--- src/hw/cpu_timing_pkg.sv ---
// shared types and constants for the operand and timing decoder
`default_nettype none
package cpu_timing_pkg;
	localparam int          ADDR_W        = 24;           // full code address width
	localparam int          LEN_W         = 3;            // instruction length field
	localparam int          ST_W          = 6;            // state count field
	localparam int          WAIT_W        = 2;            // wait-state count width
	localparam logic [7:0]  BIT_RAM_BASE  = 8'h20;        // first bit-addressable ram byte
	localparam logic [23:0] EXT_BIT_LO    = 24'h000020;   // extended bit area start
	localparam logic [23:0] EXT_BIT_HI    = 24'h00007f;   // extended bit area end
	localparam int          BLOCK_BITS    = 11;           // block target width
	localparam int          REGION_BITS   = 16;           // region target width
	localparam logic [2:0]  BR_TAKEN_ADD  = 3'h3;         // taken minus not-taken states
	localparam logic [2:0]  CARRY_BR_LEN  = 3'h2;         // carry branch length, both modes
	localparam logic [5:0]  PORT_ADD      = 6'h01;        // port access penalty
	localparam logic [5:0]  PERIPH_ADD    = 6'h02;        // peripheral register penalty
	localparam logic [5:0]  ODD_DEST_ADD  = 6'h01;        // odd internal destination penalty
	localparam logic [5:0]  EXT_N1        = 6'h01;        // constant in 2(n+1)
	localparam logic [5:0]  EXT_N2        = 6'h02;        // constant in n+2 forms

	// decoded instruction forms
	typedef enum logic [5:0] {
		cmp_rr_b, cmp_rr_w, cmp_rr_d, cmp_ri_b, cmp_ri_w, cmp_zx_d, cmp_ox_d,
		cmp_short_b, cmp_short_w, cmp_long_b, cmp_long_w, cmp_ind64_b, cmp_ind16m_b,
		mov_w_from_dis16m, mov_b_to_dis64, mov_w_to_dis64, mov_b_to_dis16m,
		mov_w_to_dis16m, mov_long_ext,
		br_carry, br_no_carry, br_equal, br_unequal, br_greater, br_less_equal,
		br_signed_less, br_signed_less_equal, br_signed_greater, br_signed_greater_equal,
		jmp_block, jmp_region, jmp_full
	} instr_form_t;

	// where the memory operand lands
	typedef enum logic [1:0] {
		space_internal, space_port, space_periph, space_external
	} target_space_t;

	// penalty class of a form
	typedef enum logic [2:0] {
		pen_none, pen_short, pen_n2, pen_2n2, pen_2n1, pen_4n2
	} penalty_t;

	// status flags used by the branch conditions
	typedef struct packed {
		logic carry;
		logic zero;
		logic neg;
		logic ovf;
	} flags_t;

	// one decode request
	typedef struct packed {
		logic                valid;
		instr_form_t         form;
		target_space_t       space;
		logic [WAIT_W-1:0]   wait_n;
		logic [ADDR_W-1:0]   pc;
		logic [7:0]          rel;
		logic [ADDR_W-1:0]   target;
		flags_t              flags;
		logic                internal_exec;
		logic                dest_internal;
		logic                bit_legacy;
		logic [7:0]          bit_num;
		logic [ADDR_W-1:0]   bit_addr;
		logic                bit_sfr_defined;
	} decode_req_t;

	// one decode answer
	typedef struct packed {
		logic                valid;
		logic [LEN_W-1:0]    length;
		logic [ST_W-1:0]     states;
		logic                taken;
		logic [ADDR_W-1:0]   next_pc;
		logic                bit_ok;
		logic                bit_is_sfr;
		logic [7:0]          bit_byte;
		logic [2:0]          bit_index;
	} decode_rsp_t;
endpackage : cpu_timing_pkg
`default_nettype wire

--- src/hw/cpu_operand_timing_decode.sv ---
// operand notation, branch target and state count decoder for the core
`default_nettype none
// Function
// - legacy low bits map to ram 20h-2Fh
// - legacy high bits map to x0h/x8h registers
// - extended bits valid 0020h-007Fh or defined register
// - relative offset signed 8-bit from next instruction
// - block target stays in same 2K block
// - region target stays in same 64K region
// - full target anywhere in 16M space
// - register compares 3/2 bytes, states per width
// - immediate compare state counts per width
// - short direct compare bytes and states
// - port adds one, peripheral register adds two
// - byte long or indirect external adds N+2
// - word long direct external adds 2(N+2)
// - word displacement transfer timing, external 2(N+1)
// - byte displacement store timing, external N+2
// - long transfer external adds 4(N+2)
// - advance pc, add offset only when taken
// - branch lengths and not-taken/taken states per mode
// - branch pairs read not-taken then taken
// - internal odd destination of a taken conditional branch adds one state
module cpu_operand_timing_decode #(
	parameter int WAIT_BITS = cpu_timing_pkg::WAIT_W   // width of the wait-state count
) (
	input  wire logic                         ref_clk,
	input  wire logic                         sys_rst,
	input  wire logic                         source_mode_cfg,
	input  wire cpu_timing_pkg::decode_req_t  req,
	output var  cpu_timing_pkg::decode_rsp_t  rsp,
	output logic                              mode_is_source
);
	import cpu_timing_pkg::*;

	// the penalty arithmetic is sized for the package wait field;
	// refuse any other width while the design is being built
	if (WAIT_BITS != WAIT_W)
	begin : g_wait_width_check
		$error("wait count width must match the package field");
	end

	logic        mode_reg;          // latched encoding mode
	logic        mode_next;
	logic        mode_taken_reg;    // set once the mode has been caught
	decode_rsp_t rsp_reg;           // registered answer
	decode_rsp_t rsp_next;

	// binary-mode base length of a form
	// source mode takes one byte off, carry branches excepted
	function automatic logic [LEN_W-1:0] bin_len(input instr_form_t f);
		case (f)
			cmp_rr_b, cmp_rr_w, cmp_rr_d:                  bin_len = 3'h3;
			cmp_ri_b, cmp_short_b, cmp_short_w:            bin_len = 3'h4;
			cmp_ind64_b, cmp_ind16m_b:                     bin_len = 3'h4;
			br_carry, br_no_carry:                         bin_len = CARRY_BR_LEN;
			jmp_block:                                     bin_len = 3'h2;
			jmp_region:                                    bin_len = 3'h3;
			jmp_full:                                      bin_len = 3'h4;
			br_equal, br_unequal, br_greater, br_less_equal,
			br_signed_less, br_signed_less_equal,
			br_signed_greater, br_signed_greater_equal:    bin_len = 3'h3;
			default:                                       bin_len = 3'h5;
		endcase
	endfunction : bin_len

	// binary-mode base (not-taken) states of a form
	// conditional branches give their not-taken count here
	function automatic logic [ST_W-1:0] bin_states(input instr_form_t f);
		case (f)
			cmp_rr_b:                                      bin_states = 6'h02;
			cmp_rr_w:                                      bin_states = 6'h03;
			cmp_rr_d:                                      bin_states = 6'h05;
			cmp_ri_b:                                      bin_states = 6'h03;
			cmp_ri_w:                                      bin_states = 6'h04;
			cmp_zx_d, cmp_ox_d:                            bin_states = 6'h06;
			cmp_short_b:                                   bin_states = 6'h03;
			cmp_short_w:                                   bin_states = 6'h04;
			cmp_long_b, cmp_ind64_b:                       bin_states = 6'h03;
			cmp_long_w, cmp_ind16m_b:                      bin_states = 6'h04;
			mov_w_from_dis16m, mov_w_to_dis16m:            bin_states = 6'h08;
			mov_w_to_dis64:                                bin_states = 6'h07;
			mov_b_to_dis64:                                bin_states = 6'h06;
			mov_b_to_dis16m:                               bin_states = 6'h07;
			mov_long_ext:                                  bin_states = 6'h05;
			br_carry, br_no_carry:                         bin_states = 6'h01;
			jmp_block, jmp_region, jmp_full:               bin_states = 6'h03;
			default:                                       bin_states = 6'h02;
		endcase
	endfunction : bin_states

	// penalty class of a form
	// the space of each request decides whether the class costs anything
	function automatic penalty_t pen_class(input instr_form_t f);
		case (f)
			cmp_short_b, cmp_short_w:                      pen_class = pen_short;
			cmp_long_b, cmp_ind64_b, cmp_ind16m_b:         pen_class = pen_n2;
			mov_b_to_dis64, mov_b_to_dis16m:               pen_class = pen_n2;
			cmp_long_w:                                    pen_class = pen_2n2;
			mov_w_from_dis16m, mov_w_to_dis64,
			mov_w_to_dis16m:                               pen_class = pen_2n1;
			mov_long_ext:                                  pen_class = pen_4n2;
			default:                                       pen_class = pen_none;
		endcase
	endfunction : pen_class

	// true for the conditional relative branches
	// the absolute jumps are always taken and stay out of this set
	function automatic logic is_cond_branch(input instr_form_t f);
		case (f)
			br_carry, br_no_carry, br_equal, br_unequal, br_greater, br_less_equal,
			br_signed_less, br_signed_less_equal, br_signed_greater,
			br_signed_greater_equal:                       is_cond_branch = 1'b1;
			default:                                       is_cond_branch = 1'b0;
		endcase
	endfunction : is_cond_branch

	// branch condition from the status flags
	// unsigned ordering reads carry as borrow, signed ordering neg xor ovf
	function automatic logic cond_holds(input instr_form_t f, input flags_t fl);
		logic lt;
		lt = fl.neg ^ fl.ovf;
		case (f)
			br_carry:                cond_holds = fl.carry;
			br_no_carry:             cond_holds = ~fl.carry;
			br_equal:                cond_holds = fl.zero;
			br_unequal:              cond_holds = ~fl.zero;
			br_greater:              cond_holds = ~fl.carry & ~fl.zero;
			br_less_equal:           cond_holds = fl.carry | fl.zero;
			br_signed_less:          cond_holds = lt;
			br_signed_less_equal:    cond_holds = lt | fl.zero;
			br_signed_greater:       cond_holds = ~lt & ~fl.zero;
			br_signed_greater_equal: cond_holds = ~lt;
			default:                 cond_holds = 1'b0;
		endcase
	endfunction : cond_holds

	// extra states for the memory operand
	// the wait count is two bits, so the worst case, 4(n+2) at n of 3, is 20,
	// and no base count plus penalty can leave the six-bit state field
	// a class that meets the wrong space adds nothing
	function automatic logic [ST_W-1:0] penalty(input penalty_t p, input target_space_t s,
		input logic [WAIT_W-1:0] n);
		logic [ST_W-1:0] nw;
		nw = {{(ST_W-WAIT_W){1'b0}}, n};
		penalty = '0;
		case (p)
			pen_short:
			begin
				if (s == space_port)
					penalty = PORT_ADD;
				else if (s == space_periph)
					penalty = PERIPH_ADD;
			end
			pen_n2:
				if (s == space_external)
					penalty = nw + EXT_N2;
			pen_2n2:
				if (s == space_external)
					penalty = ST_W'((nw + EXT_N2) << 1);
			pen_2n1:
				if (s == space_external)
					penalty = ST_W'((nw + EXT_N1) << 1);
			pen_4n2:
				if (s == space_external)
					penalty = ST_W'((nw + EXT_N2) << 2);
			default:
				penalty = '0;
		endcase
	endfunction : penalty

	// encoding mode: caught once on the first clock after reset release
	// holding it keeps a strap that moves in mid-run from mixing the two
	// encodings inside one program
	always_ff @(posedge ref_clk)
	begin
		if (sys_rst)
		begin
			mode_reg       <= 1'b0;
			mode_taken_reg <= 1'b0;
		end
		else
		begin
			mode_reg       <= mode_next;
			mode_taken_reg <= 1'b1;
		end
	end

	// hold the mode once caught, otherwise sample the setting
	// the first clock out of reset passes the strap straight through
	always_comb
	begin
		mode_next = mode_taken_reg ? mode_reg : source_mode_cfg;
	end

	// decode one request into length, states, target and bit map
	// every field is worked out each cycle whether or not valid is set;
	// the sequencer only uses the answer when the echoed valid is high
	always_comb
	begin
		logic [LEN_W-1:0]  len;
		logic [ST_W-1:0]   st;
		logic [ADDR_W-1:0] seq_pc;
		logic [ADDR_W-1:0] dest;
		logic              tk;
		logic              src;
		len    = '0;
		st     = '0;
		seq_pc = '0;
		dest   = '0;
		tk     = 1'b0;
		src    = mode_next;
		rsp_next = '0;
		rsp_next.valid = req.valid;
		// source mode drops the escape byte and one state, carry branches excepted
		len = bin_len(req.form);
		st  = bin_states(req.form);
		if (src && req.form != br_carry && req.form != br_no_carry)
		begin
			len = len - 3'h1;
			st  = st - 6'h01;
		end
		st = st + penalty(pen_class(req.form), req.space, req.wait_n);
		// sequential address first, then the branch target
		// the offset counts from the byte after the whole instruction
		seq_pc = req.pc + {{(ADDR_W-LEN_W){1'b0}}, len};
		dest   = seq_pc;
		if (is_cond_branch(req.form))
		begin
			tk = cond_holds(req.form, req.flags);
			if (tk)
			begin
				dest = seq_pc + {{(ADDR_W-8){req.rel[7]}}, req.rel};
				st   = st + {{(ST_W-3){1'b0}}, BR_TAKEN_ADD};
			end
		end
		else if (req.form == jmp_block)
		begin
			tk   = 1'b1;
			dest = {seq_pc[ADDR_W-1:BLOCK_BITS], req.target[BLOCK_BITS-1:0]};
		end
		else if (req.form == jmp_region)
		begin
			tk   = 1'b1;
			dest = {seq_pc[ADDR_W-1:REGION_BITS], req.target[REGION_BITS-1:0]};
		end
		else if (req.form == jmp_full)
		begin
			tk   = 1'b1;
			dest = req.target;
		end
		// odd internal destination costs one more when a conditional branch is taken
		if (tk && is_cond_branch(req.form) && req.internal_exec && req.dest_internal && dest[0])
			st = st + ODD_DEST_ADD;
		rsp_next.length  = len;
		rsp_next.states  = st;
		rsp_next.taken   = tk;
		rsp_next.next_pc = dest;
		// bit operand mapping
		// legacy numbers split at 80h: ram bits below, register bits above
		// extended addresses are range checked, registers by the defined flag
		if (req.bit_legacy)
		begin
			rsp_next.bit_ok    = 1'b1;
			rsp_next.bit_index = req.bit_num[2:0];
			if (!req.bit_num[7])
			begin
				rsp_next.bit_is_sfr = 1'b0;
				rsp_next.bit_byte   = BIT_RAM_BASE + {4'h0, req.bit_num[6:3]};
			end
			else
			begin
				rsp_next.bit_is_sfr = 1'b1;
				rsp_next.bit_byte   = {req.bit_num[7:3], 3'h0};
			end
		end
		else
		begin
			rsp_next.bit_index = req.bit_num[2:0];
			if (req.bit_addr >= EXT_BIT_LO && req.bit_addr <= EXT_BIT_HI)
			begin
				rsp_next.bit_ok   = 1'b1;
				rsp_next.bit_byte = req.bit_addr[7:0];
			end
			else if (req.bit_sfr_defined)
			begin
				rsp_next.bit_ok     = 1'b1;
				rsp_next.bit_is_sfr = 1'b1;
				rsp_next.bit_byte   = req.bit_addr[7:0];
			end
		end
	end

	// answer register
	// one-stage pipeline: each answer stands for exactly one clock
	always_ff @(posedge ref_clk)
	begin
		if (sys_rst)
			rsp_reg <= '0;
		else
			rsp_reg <= rsp_next;
	end

	assign rsp            = rsp_reg;
	assign mode_is_source = mode_reg;
endmodule : cpu_operand_timing_decode
`default_nettype wire

--- config.mk ---
export PLATFORM = sky130hd
export DESIGN_NAME = cpu_operand_timing_decode
export DESIGN_NICKNAME = d
export VERILOG_FILES = /design/src/hw/cpu_timing_pkg.sv /design/src/hw/cpu_operand_timing_decode.sv
export SDC_FILE = /design/constraint.sdc
export NUM_CORES = 1
export LEC_CHECK = 0
export ABC_AREA = 1
export BUFFER_PORTS_ARGS = -buffer_cell sky130_fd_sc_hd__buf_4
export CORE_MARGIN = 2
export CORE_UTILIZATION = 40
export DETAILED_ROUTE_END_ITERATION = 8
export GPL_ROUTABILITY_DRIVEN = 0
export PLACE_DENSITY_LB_ADDON = 0.12
export SYNTH_ARGS = -nofsm -noshare
export SYNTH_HDL_FRONTEND = slang
export SYNTH_SLANG_ARGS = --single-unit
--- constraint.sdc ---
create_clock -name ref_clk -period 4.8 [get_ports ref_clk]
set_clock_uncertainty 0.2 [all_clocks]
set_input_delay 0.24 -clock ref_clk [delete_from_list [all_inputs] [get_ports ref_clk]]
set_output_delay 0.24 -clock ref_clk [all_outputs]
set_load 0.02 [all_outputs]
==> run metrics, run 1 <==
Top-Level Pins 159; drt wl/cell 14.3 um; Yosys reg bits 50; synthesized net count 1046; total leakage power 4.20 nW; crit share post-route 96.4%; Initial Utilization 40.6%; die height 122 um; worst slew margin relative to its limit 53.2%; largest stage delay on the critical path 0.36 ns; Fill cells 1363; final net count 1320; clock latency on the worst-skew pair 0.30 ns; Die Outline Area 14900 um2; combinational fraction of design power 50.1%; multi-input gate area in the final layout 4360 um2; area of the mapped netlist 5570 um2; total power density per cell area 213 nW/um2; fraction of final layout cells with drive strength greater than 1 34.5%; Reg power frac 25.7%; number of max-capacitance violations reported 0; top cell type's share of synthesized area 18.0%; total negative setup slack 0 ns; worst setup slack after layout 0.174 ns; Max Slew Vio Count 0; Setup CP Type in -> reg; CTS clock-pin slew for the worst setup and hold paths 0.07 ns; floorplan row count 43; DPL Wire Length 15000 um; all-layer global routing usage 25.0%; clock period minus worst slack 4.63 ns; global-route wire length before repair 29700 um; data required time at the worst endpoint 4.78 ns; area overhead of the layout relative to synthesis 50.9%; switching component of the power 0.679 mW; average via count per standard cell 5.01; Worst Max-Slew Pin Slew 0.701 ns; TritonCTS clock tree built; number of distinct library cells after synthesis 49; First DRT Iteration DRCs 480; count of flip-flops with a built-in enable after synthesis 0; proportion of total power due to net switching 37.9%; Clock Sink Count 50; number of buffers inserted during clock tree synthesis 5; top cell type by total area after synthesis sky130_fd_sc_hd__dfxtp_1; Ant. Diodes 0; maximum number of pins on one net before global-route repair 38; proportion of synthesized chip area in sequential cells 18.0%; via total after detailed routing 6707; type of destination of the critical path flop; Post-Syn Instances 884; fraction of power consumed by the clock network 24.2%; Routed WL 19200 um; Internal Pwr Total 1.11 mW; fmax 216 MHz; Synth Flop Type sky130_fd_sc_hd__dfxtp_1; CORE AREA 13700 um2; critical path startpoint category primary input; Synth warnings 0; antenna-violating nets left 0; number of global-route vias before repair 6181; run status complete, no violations; share of synthesized registers carrying an async set or reset 0%; average size of a mapped cell 6.30 um2; largest cells by area after synthesis sky130_fd_sc_hd__dfxtp_1, sky130_fd_sc_hd__nand2_1, sky130_fd_sc_hd__ha_1; H-tree levels 2; storage element area 1000 um2; commonest non-fill, non-tap cell in the layout sky130_fd_sc_hd__buf_4; total grt overflow 0; total count of hold-check failures in the final report 0; count of buffers from port buffering 158; worst-case clock buffer depth 2; count of final setup violators 0; flip-flop count of the largest register, all copies and words added 48; chip width 122 um; Worst path slowest cell sky130_fd_sc_hd__ha_1; path type of the worst min-delay path in -> reg; Worst VDD drop 0.136 mV; Root Driver sky130_fd_sc_hd__clkbuf_16; commonest cells after routing, fill and taps aside sky130_fd_sc_hd__buf_4, sky130_fd_sc_hd__nand2_1, sky130_fd_sc_hd__inv_1, sky130_fd_sc_hd__a21oi_1, sky130_fd_sc_hd__nor2_1; worst setup slack before clock tree synthesis -0.499 ns; Pre-antenna DRT Iters 5; highest fanout seen on the critical path 5; CP Data Arrival Time 4.61 ns; post-detailed-route DRC marker count 0; initial antenna violation count 0
==> routing by layer <==
metal,vias to the layer above,track usage [%],wire length [um]
met2,241,41.3,8750
met1,2954,34.4,8830
li1,3490,-,-
met5,-,0,0
met4,0,5.75,300
met3,22,3.42,1320
==> cell families after synthesis <==
group / Yosys count / share of synthesized area (%)
simple gates: 391 / 31.9
flops: 50 / 18.0
xor+xnor: 41 / 6.59
fa+ha+maj: 52 / 12.1
mux: 1 / 0.180
buf+inv: 149 / 10.5
compound gates: 200 / 20.8
==> worst max-delay path, delay by kind of cell <==
kind | cells | cell delay [ns]
AOI/OAI and AO/OA | 8 | 1.18
adders and majority gates | 4 | 1.10
buffers and inverters | 4 | 0.41
and+or+nand+nor | 13 | 1.67
==> area by class of cell <==
cell class / instances / area share, %
multi-input combinational: 685 / 51.9
sequential: 50 / 11.9
tap: 180 / 2.68
clock inverter: 3 / 0.566
clock buffer: 5 / 1.49
inverter: 133 / 5.97
timing repair buffer: 283 / 25.5
==> worst paths after layout <==
path | to | cells after the start | startpoint | slack (ns)
setup / recovery | rsp[36]$_SDFF_PP0_ | 29 | req[100] | 0.17
setup reg to reg | rsp[36]$_SDFF_PP0_ | 28 | mode_is_source$_SDFF_PP0_ | 0.27
hold reg to reg | mode_is_source$_SDFF_PP0_ | 2 | mode_taken_reg$_DFF_P_ | 0.32
hold / removal | rsp[4]$_SDFF_PP0_ | 3 | req[29] | 0.006
==> synthesized netlist by cell type (all sizes together), types with 5 or more instances <==
cell type	number
a21o	5
a21oi	86
a22oi	11
a31oi	7
buf	12
dfxtp	50
ha	49
inv	131
nand2	186
nand3	65
nand4	17
nor2	89
nor3	17
nor4	5
o211ai	14
o21ai	54
o21bai	8
or2	6
xnor2	18
xor2	23
==> power by group through the flow <==
stage | registers, mW | clock network (mW) | logic, mW
2_1_floorplan | 0.511 | 0 | 0.420
3_3_place_gp | 0.469 | 0 | 0.822
3_5_place_dp | 0.469 | 0 | 0.826
4_1_cts | 0.460 | 0.446 | 0.837
5_1_grt | 0.464 | 0.463 | 0.989
6_report | 0.460 | 0.434 | 0.898
==> timing repair <==
item,CTS,global route
pin swaps,1,32
hold endpoints to repair,6,0
setup buffers,1,11
gates resized for setup,5,80
hold buffers,6,0
endpoints found under the setup margin,3,14
==> per-stage QoR <==
stage	cell area, um2	std cells	hold WS [ns]	power [mW]	util [%]
floorplan	5580	884	0.147	0.931	-
global placement	7710	1313	0.240	1.29	56.2
detailed placement	7710	1313	0.248	1.29	56.2
CTS	7970	1328	0.00180	1.74	58.1
global route	8400	1339	0.0142	1.92	61.2
finish	8400	1339	0.00567	1.79	61.2
(Power assumes the default switching activity.)
==> run 2: changes to the inputs <==
clock period = 4.2 ns   (was 4.8 ns; I/O delays follow)
==> run 2 against run 1 <==
The run now ends with negative setup slack left. Cell area is 14% higher. Core utilization is 8.5 points higher. Flip-flop and latch count stayed put. Register-to-register slack worse by 0.46 ns. Wire length is 13% higher. Count of clock-buffer cells in the layout stayed put. Critical path depth is 3 higher. Highest routed layer unchanged. Non-clock buffer count is 71 higher. Largest cell class unchanged. Global-route usage is 1.2 points higher.
==> run metrics, run 2 (synthesis results as in run 1) <==
number of buffers inserted during clock tree synthesis 5 (unchanged); number of max-capacitance violations reported 0 (unchanged); Setup CP Type in -> reg (unchanged); H-tree levels 2 (unchanged); via total after detailed routing 7286 (was 6707); length in cells of the worst reg-to-reg path 30 (was 28); Die Outline Area 14900 um2 (unchanged); CTS clock-pin slew for the worst setup and hold paths 0.07 ns (about the same); fraction of final layout cells with drive strength greater than 1 44.5% (was 34.5%); Min-Delay Path Depth 3 (unchanged); total leakage power 4.65 nW (was 4.20 nW); Top-Level Pins 159 (unchanged); crit share post-route 107%; number of global-route vias before repair 6386 (was 6181); failing checks negative setup slack; clock latency on the worst-skew pair 0.30 ns (about the same); final net count 1391 (was 1320); global-route wire length before repair 31000 um (was 29700 um); floorplan row count 43 (unchanged); chip width 122 um (unchanged); min-delay src req[33] (was req[29]); Root Driver sky130_fd_sc_hd__clkbuf_16 (unchanged); worst slew margin relative to its limit 54.3% (was 53.2%); area overhead of the layout relative to synthesis 71.8% (was 50.9%); Ant. Diodes 0 (unchanged); total count of hold-check failures in the final report 0 (unchanged); commonest non-fill, non-tap cell in the layout sky130_fd_sc_hd__buf_4 (unchanged); Critical Path Start req[101] (was req[100]); maximum number of pins on one net before global-route repair 38 (unchanged); drt wl/cell 15.4 um (was 14.3 um); antenna-violating nets left 0 (unchanged); run status finished, violations left (was complete, no violations); commonest cells after routing, fill and taps aside sky130_fd_sc_hd__buf_4, sky130_fd_sc_hd__nand2_1, sky130_fd_sc_hd__inv_1, sky130_fd_sc_hd__nor2_1, sky130_fd_sc_hd__a21oi_1 (was sky130_fd_sc_hd__buf_4, sky130_fd_sc_hd__nand2_1, sky130_fd_sc_hd__inv_1, sky130_fd_sc_hd__a21oi_1, sky130_fd_sc_hd__nor2_1); CORE AREA 13700 um2 (unchanged); Initial Utilization 40.6% (unchanged); die height 122 um (unchanged); Fill cells 1176 (was 1363); Reg power frac 23.3% (was 25.7%); Pre-antenna DRT Iters 5 (unchanged); endpoint of the worst-slack reg-to-reg timing path rsp[36]$_SDFF_PP0_ (unchanged); path type of the worst min-delay path in -> reg (unchanged); setup repair after global routing missed its margin true; data required time at the worst endpoint 4.18 ns (was 4.78 ns); total negative setup slack -1.47 ns (was 0 ns); multi-input gate area in the final layout 4910 um2 (was 4360 um2); count of final setup violators 12 (was 0); DPL Wire Length 15500 um (was 15000 um); count of buffers from port buffering 158 (unchanged); critical path startpoint category primary input (unchanged); First DRT Iteration DRCs 483 (was 480); fmax 222 MHz; hold worst-path end rsp[12]$_SDFF_PP0_ (was rsp[4]$_SDFF_PP0_); Internal Pwr Total 1.36 mW (was 1.11 mW); TritonCTS clock tree built (unchanged); fraction of power consumed by the clock network 19.7% (was 24.2%); average via count per standard cell 5.17 (was 5.01); total power density per cell area 236 nW/um2 (was 213 nW/um2); initial antenna violation count 0 (unchanged); type of destination of the critical path flop (unchanged); largest stage delay on the critical path 0.37 ns (was 0.36 ns); proportion of total power due to net switching 39.6% (was 37.9%); end-of-flow core utilization 69.7% (was 61.2%); Clock Sink Count 50 (unchanged); combinational fraction of design power 57.0% (was 50.1%); post-detailed-route DRC marker count 0 (unchanged); Routed WL 21700 um (was 19200 um); switching component of the power 0.894 mW (was 0.679 mW); Max Slew Vio Count 0 (unchanged); all-layer global routing usage 26.2% (was 25.0%); Worst Max-Slew Pin Slew 0.684 ns (was 0.701 ns); Worst path slowest cell sky130_fd_sc_hd__fa_2 (was sky130_fd_sc_hd__ha_1); total grt overflow 0 (unchanged); start of the worst register-to-register path mode_is_source$_SDFF_PP0_ (unchanged); worst setup slack after layout -0.308 ns (was 0.174 ns); Worst VDD drop 0.217 mV (was 0.136 mV); highest fanout seen on the critical path 4 (was 5); worst-case clock buffer depth 2 (unchanged); storage element area 1000 um2 (about the same); R2R Setup Slk -0.19 ns (was 0.27 ns); clock period minus worst slack 4.51 ns; CP Data Arrival Time 4.49 ns (was 4.61 ns); flip-flop count of the largest register, all copies and words added 48 (unchanged)
run 2: cell type report:
class	instances	share of cell area (%)
multi-input cells	685	51.4
repair buffers	354	28.8
flip-flops and latches	50	10.5
inverters	133	5.38
well taps	180	2.35
clock buffers	5	1.31
clock inverters	3	0.301
run 2: repair_timing:
| action | in CTS | in global routing |
|---|---|---|
| hold buffers | 21 | 1 |
| hold endpoints to repair | 17 | 1 |
| gates resized for setup | 57 | 142 |
| buffers inserted | 19 | 23 |
| setup endpoints to repair | 15 | 24 |
| pin swaps | 44 | 72 |
run 2: through the flow:
| step | setup slack, ns | std cells | hold slack [ns] | power [mW] | instance area (um2) |
|---|---|---|---|---|---|
| 3_5_place_dp | -0.660 | 1340 | 0.218 | 1.55 | 8040 |
| 6_report | -0.308 | 1410 | 0.00367 | 2.26 | 9560 |
| 4_1_cts | -0.139 | 1388 | 0.000628 | 2.08 | 8820 |
| 5_1_grt | -0.471 | 1410 | 0.0154 | 2.39 | 9560 |
| 2_1_floorplan | -0.291 | 884 | 0.117 | 1.08 | 5710 |
| 3_3_place_gp | -0.590 | 1340 | 0.211 | 1.55 | 8040 |
run 2: power by group through the flow:
stage	sequential, mW	clock, mW	combinational, mW
after global placement	0.536	0	1.01
after detailed placement	0.535	0	1.02
final	0.525	0.445	1.29
after floorplan	0.584	0	0.500
after CTS	0.525	0.453	1.10
after global routing	0.528	0.471	1.39
run 2: routing by layer:
metal	global-route usage, %	share of wire, %	vias up
li1	-	-	3636
met5	0	0	-
met4	7.33	2.6	0
met3	3.56	6.0	45
met2	44.0	48	268
met1	35.1	43	3337
run 2: critical path: cells and delay by family:
kind            cells  cell delay [ns]
compound gates      5             0.63
xor+xnor            1             0.20
fa+ha+maj           4             1.02
buf+inv             6             0.51
simple gates       16             1.89
run 2: worst max-delay path by stage:
stage | endpoint | slack [ns]
after floorplan | rsp[35]$_SDFF_PP0_ | -0.29
after global placement | rsp[36]$_SDFF_PP0_ | -0.59
after detailed placement | rsp[36]$_SDFF_PP0_ | -0.66
after CTS | rsp[36]$_SDFF_PP0_ | -0.14
after global routing | rsp[36]$_SDFF_PP0_ | -0.47
final | rsp[36]$_SDFF_PP0_ | -0.31
==> run 3: changes to the inputs <==
CELL_PAD_IN_SITES_DETAIL_PLACEMENT = 1   (was unset)
CELL_PAD_IN_SITES_GLOBAL_PLACEMENT = 1   (was unset)
CORE_UTILIZATION = 33   (was 40)
==> run 3 against run 2 <==
The run ends with negative hold slack, negative setup slack left. Critical path type unchanged. Register-to-register slack worse by 0.26 ns. Non-clock buffer count rose by 40. Die area is 20% higher. Final cell count up 5.7%. Highest routed layer unchanged. Sequential power about the same.
==> run metrics, run 3 (synthesis results as in run 1) <==
clock latency on the worst-skew pair 0.32 ns (was 0.30 ns); commonest non-fill, non-tap cell in the layout sky130_fd_sc_hd__buf_4 (unchanged); antenna-violating nets left 0 (unchanged); fraction of final layout cells with drive strength greater than 1 50.6% (was 44.5%); setup repair after global routing missed its margin true (unchanged); H-tree levels 2 (unchanged); worst setup slack after layout -0.514 ns (was -0.308 ns); largest stage delay on the critical path 0.37 ns (about the same); all-layer global routing usage 30.1% (was 26.2%); total leakage power 4.91 nW (was 4.65 nW); floorplan row count 47 (was 43); data required time at the worst endpoint 4.17 ns (was 4.18 ns); number of buffers inserted during clock tree synthesis 5 (unchanged); total grt overflow 0 (unchanged); Pre-antenna DRT Iters 6 (was 5); post-detailed-route DRC marker count 0 (unchanged); multi-input gate area in the final layout 5180 um2 (was 4910 um2); number of max-capacitance violations reported 0 (unchanged); CTS clock-pin slew for the worst setup and hold paths 0.09 ns (was 0.07 ns); hold worst-path end rsp[21]$_SDFF_PP0_ (was rsp[12]$_SDFF_PP0_); count of final setup violators 17 (was 12); initial antenna violation count 0 (unchanged); Die Outline Area 17900 um2 (was 14900 um2); highest fanout seen on the critical path 4 (unchanged); First DRT Iteration DRCs 469 (was 483); drt wl/cell 22.2 um (was 15.4 um); storage element area 1000 um2 (unchanged); path type of the worst min-delay path in -> reg (unchanged); Root Driver sky130_fd_sc_hd__clkbuf_16 (unchanged); final net count 1431 (was 1391); clock period minus worst slack 4.71 ns (was 4.51 ns); Initial Utilization 33.7% (was 40.6%); endpoint of the worst-slack reg-to-reg timing path rsp[36]$_SDFF_PP0_ (unchanged); Top-Level Pins 159 (unchanged); total power density per cell area 247 nW/um2 (was 236 nW/um2); CORE AREA 16500 um2 (was 13700 um2); CP Data Arrival Time 4.68 ns (was 4.49 ns); Ant. Diodes 0 (unchanged); type of destination of the critical path flop (unchanged); commonest cells after routing, fill and taps aside sky130_fd_sc_hd__buf_4, sky130_fd_sc_hd__nand2_1, sky130_fd_sc_hd__inv_1, sky130_fd_sc_hd__a21oi_1, sky130_fd_sc_hd__nor2_1 (was sky130_fd_sc_hd__buf_4, sky130_fd_sc_hd__nand2_1, sky130_fd_sc_hd__inv_1, sky130_fd_sc_hd__nor2_1, sky130_fd_sc_hd__a21oi_1); Clock Sink Count 50 (unchanged); buffers and inverters on the worst path 6 (unchanged); crit share post-route 112% (was 107%); total count of hold-check failures in the final report 1 (was 0); Worst VDD drop 0.167 mV (was 0.217 mV); end-of-flow core utilization 61.5% (was 69.7%); Min-Delay Path Depth 3 (unchanged); failing checks negative hold slack, negative setup slack (was negative setup slack); average via count per standard cell 5.53 (was 5.17); Max Slew Vio Count 0 (unchanged); critical path startpoint category primary input (unchanged); worst slew margin relative to its limit 50.2% (was 54.3%); number of global-route vias before repair 8367 (was 6386); Fill cells 2115 (was 1176); worst-case clock buffer depth 2 (unchanged); DPL Wire Length 19400 um (was 15500 um); area overhead of the layout relative to synthesis 82.7% (was 71.8%); chip width 134 um (was 122 um); fmax 212 MHz (was 222 MHz); die height 134 um (was 122 um); via total after detailed routing 8237 (was 7286); run status finished, violations left (unchanged); cell family contributing the most delay on the critical path simple AND/OR/NAND/NOR gates (unchanged); TritonCTS clock tree built (unchanged); Worst path slowest cell sky130_fd_sc_hd__fa_2 (unchanged); Worst Max-Slew Pin Slew 0.744 ns (was 0.684 ns); min-delay src req[48] (was req[33]); flip-flop count of the largest register, all copies and words added 48 (unchanged); Routed WL 33200 um (was 21700 um); maximum number of pins on one net before global-route repair 38 (unchanged); global-route wire length before repair 42900 um (was 31000 um); count of buffers from port buffering 158 (unchanged); Setup CP Type in -> reg (unchanged); Hold WS -0.00429 ns (was 0.00367 ns); start of the worst register-to-register path mode_is_source$_SDFF_PP0_ (unchanged); length in cells of the worst reg-to-reg path 30 (unchanged); R2R Setup Slk -0.45 ns (was -0.19 ns)
==> run 3: worst register-to-register path: cells and delay by family (launching register included) <==
family                   cells  cell delay [ns]
adder cells (fa/ha/maj)      3             0.93
AND/OR/NAND/NOR             16             1.83
buffers and inverters        6             0.45
XOR/XNOR                     2             0.45
AO/OA/AOI/OAI                3             0.30
flip-flops                   1             0.34
==> run 3: layout make-up <==
class                      count  share of cell area (%)
clock buffer                   5                    1.23
clock inverter                 3                   0.258
sequential                    50                    9.85
multi-input combinational    685                    50.9
tap                          220                    2.71
inverter                     133                    4.98
timing repair buffer         394                    30.0
==> run 3: worst max-delay path by stage <==
stage             start                 end  slack (ns)  cells after the start
3_3_place_gp   req[100]  rsp[33]$_SDFF_PP0_       -0.70                     33
4_1_cts        req[103]  rsp[45]$_SDFF_PP0_       -0.12                     36
5_1_grt        req[103]  rsp[36]$_SDFF_PP0_       -0.75                     32
3_5_place_dp   req[100]  rsp[33]$_SDFF_PP0_       -0.92                     33
2_1_floorplan  req[102]  rsp[35]$_SDFF_PP0_       -0.29                     30
6_report       req[103]  rsp[36]$_SDFF_PP0_       -0.51                     32
==> run 3: timing repair <==
item | in CTS | in global routing
endpoints found under the hold margin | 15 | 0
hold buffers | 15 | 0
endpoints found under the setup margin | 17 | 25
pin swaps | 40 | 64
gates resized for setup | 110 | 156
buffers inserted | 50 | 22
==> run 3: power breakdown <==
part / switching (mW) / internal [mW] / total [mW] / leakage, nW
Clock: 0.245 / 0.228 / 0.474 / 0.0748
Combinational: 0.818 / 0.691 / 1.51 / 4.42
Sequential: 0.0131 / 0.513 / 0.526 / 0.415
==> run 3: stage by stage <==
stage          area [um2]  std cells  worst slack (ns)  TNS [ns]  total power [mW]
3_3_place_gp         8260       1402            -0.696     -7.24              1.61
5_1_grt             10200       1490            -0.749    -10.50              2.61
6_report            10200       1490            -0.514     -5.78              2.51
3_5_place_dp         8260       1402            -0.924    -11.41              1.64
2_1_floorplan        5710        884            -0.291     -1.10              1.08
4_1_cts              9380       1475            -0.122    -0.344              2.25
==> run 3: routing by layer <==
metal | track usage, % | vias to the layer above | part of all wire [%]
li1 | - | 3700 | -
met3 | 3.02 | 175 | 4.5
met4 | 11.8 | 0 | 6.7
met2 | 58.5 | 348 | 52
met1 | 33.3 | 4014 | 37
met5 | 0 | - | 0
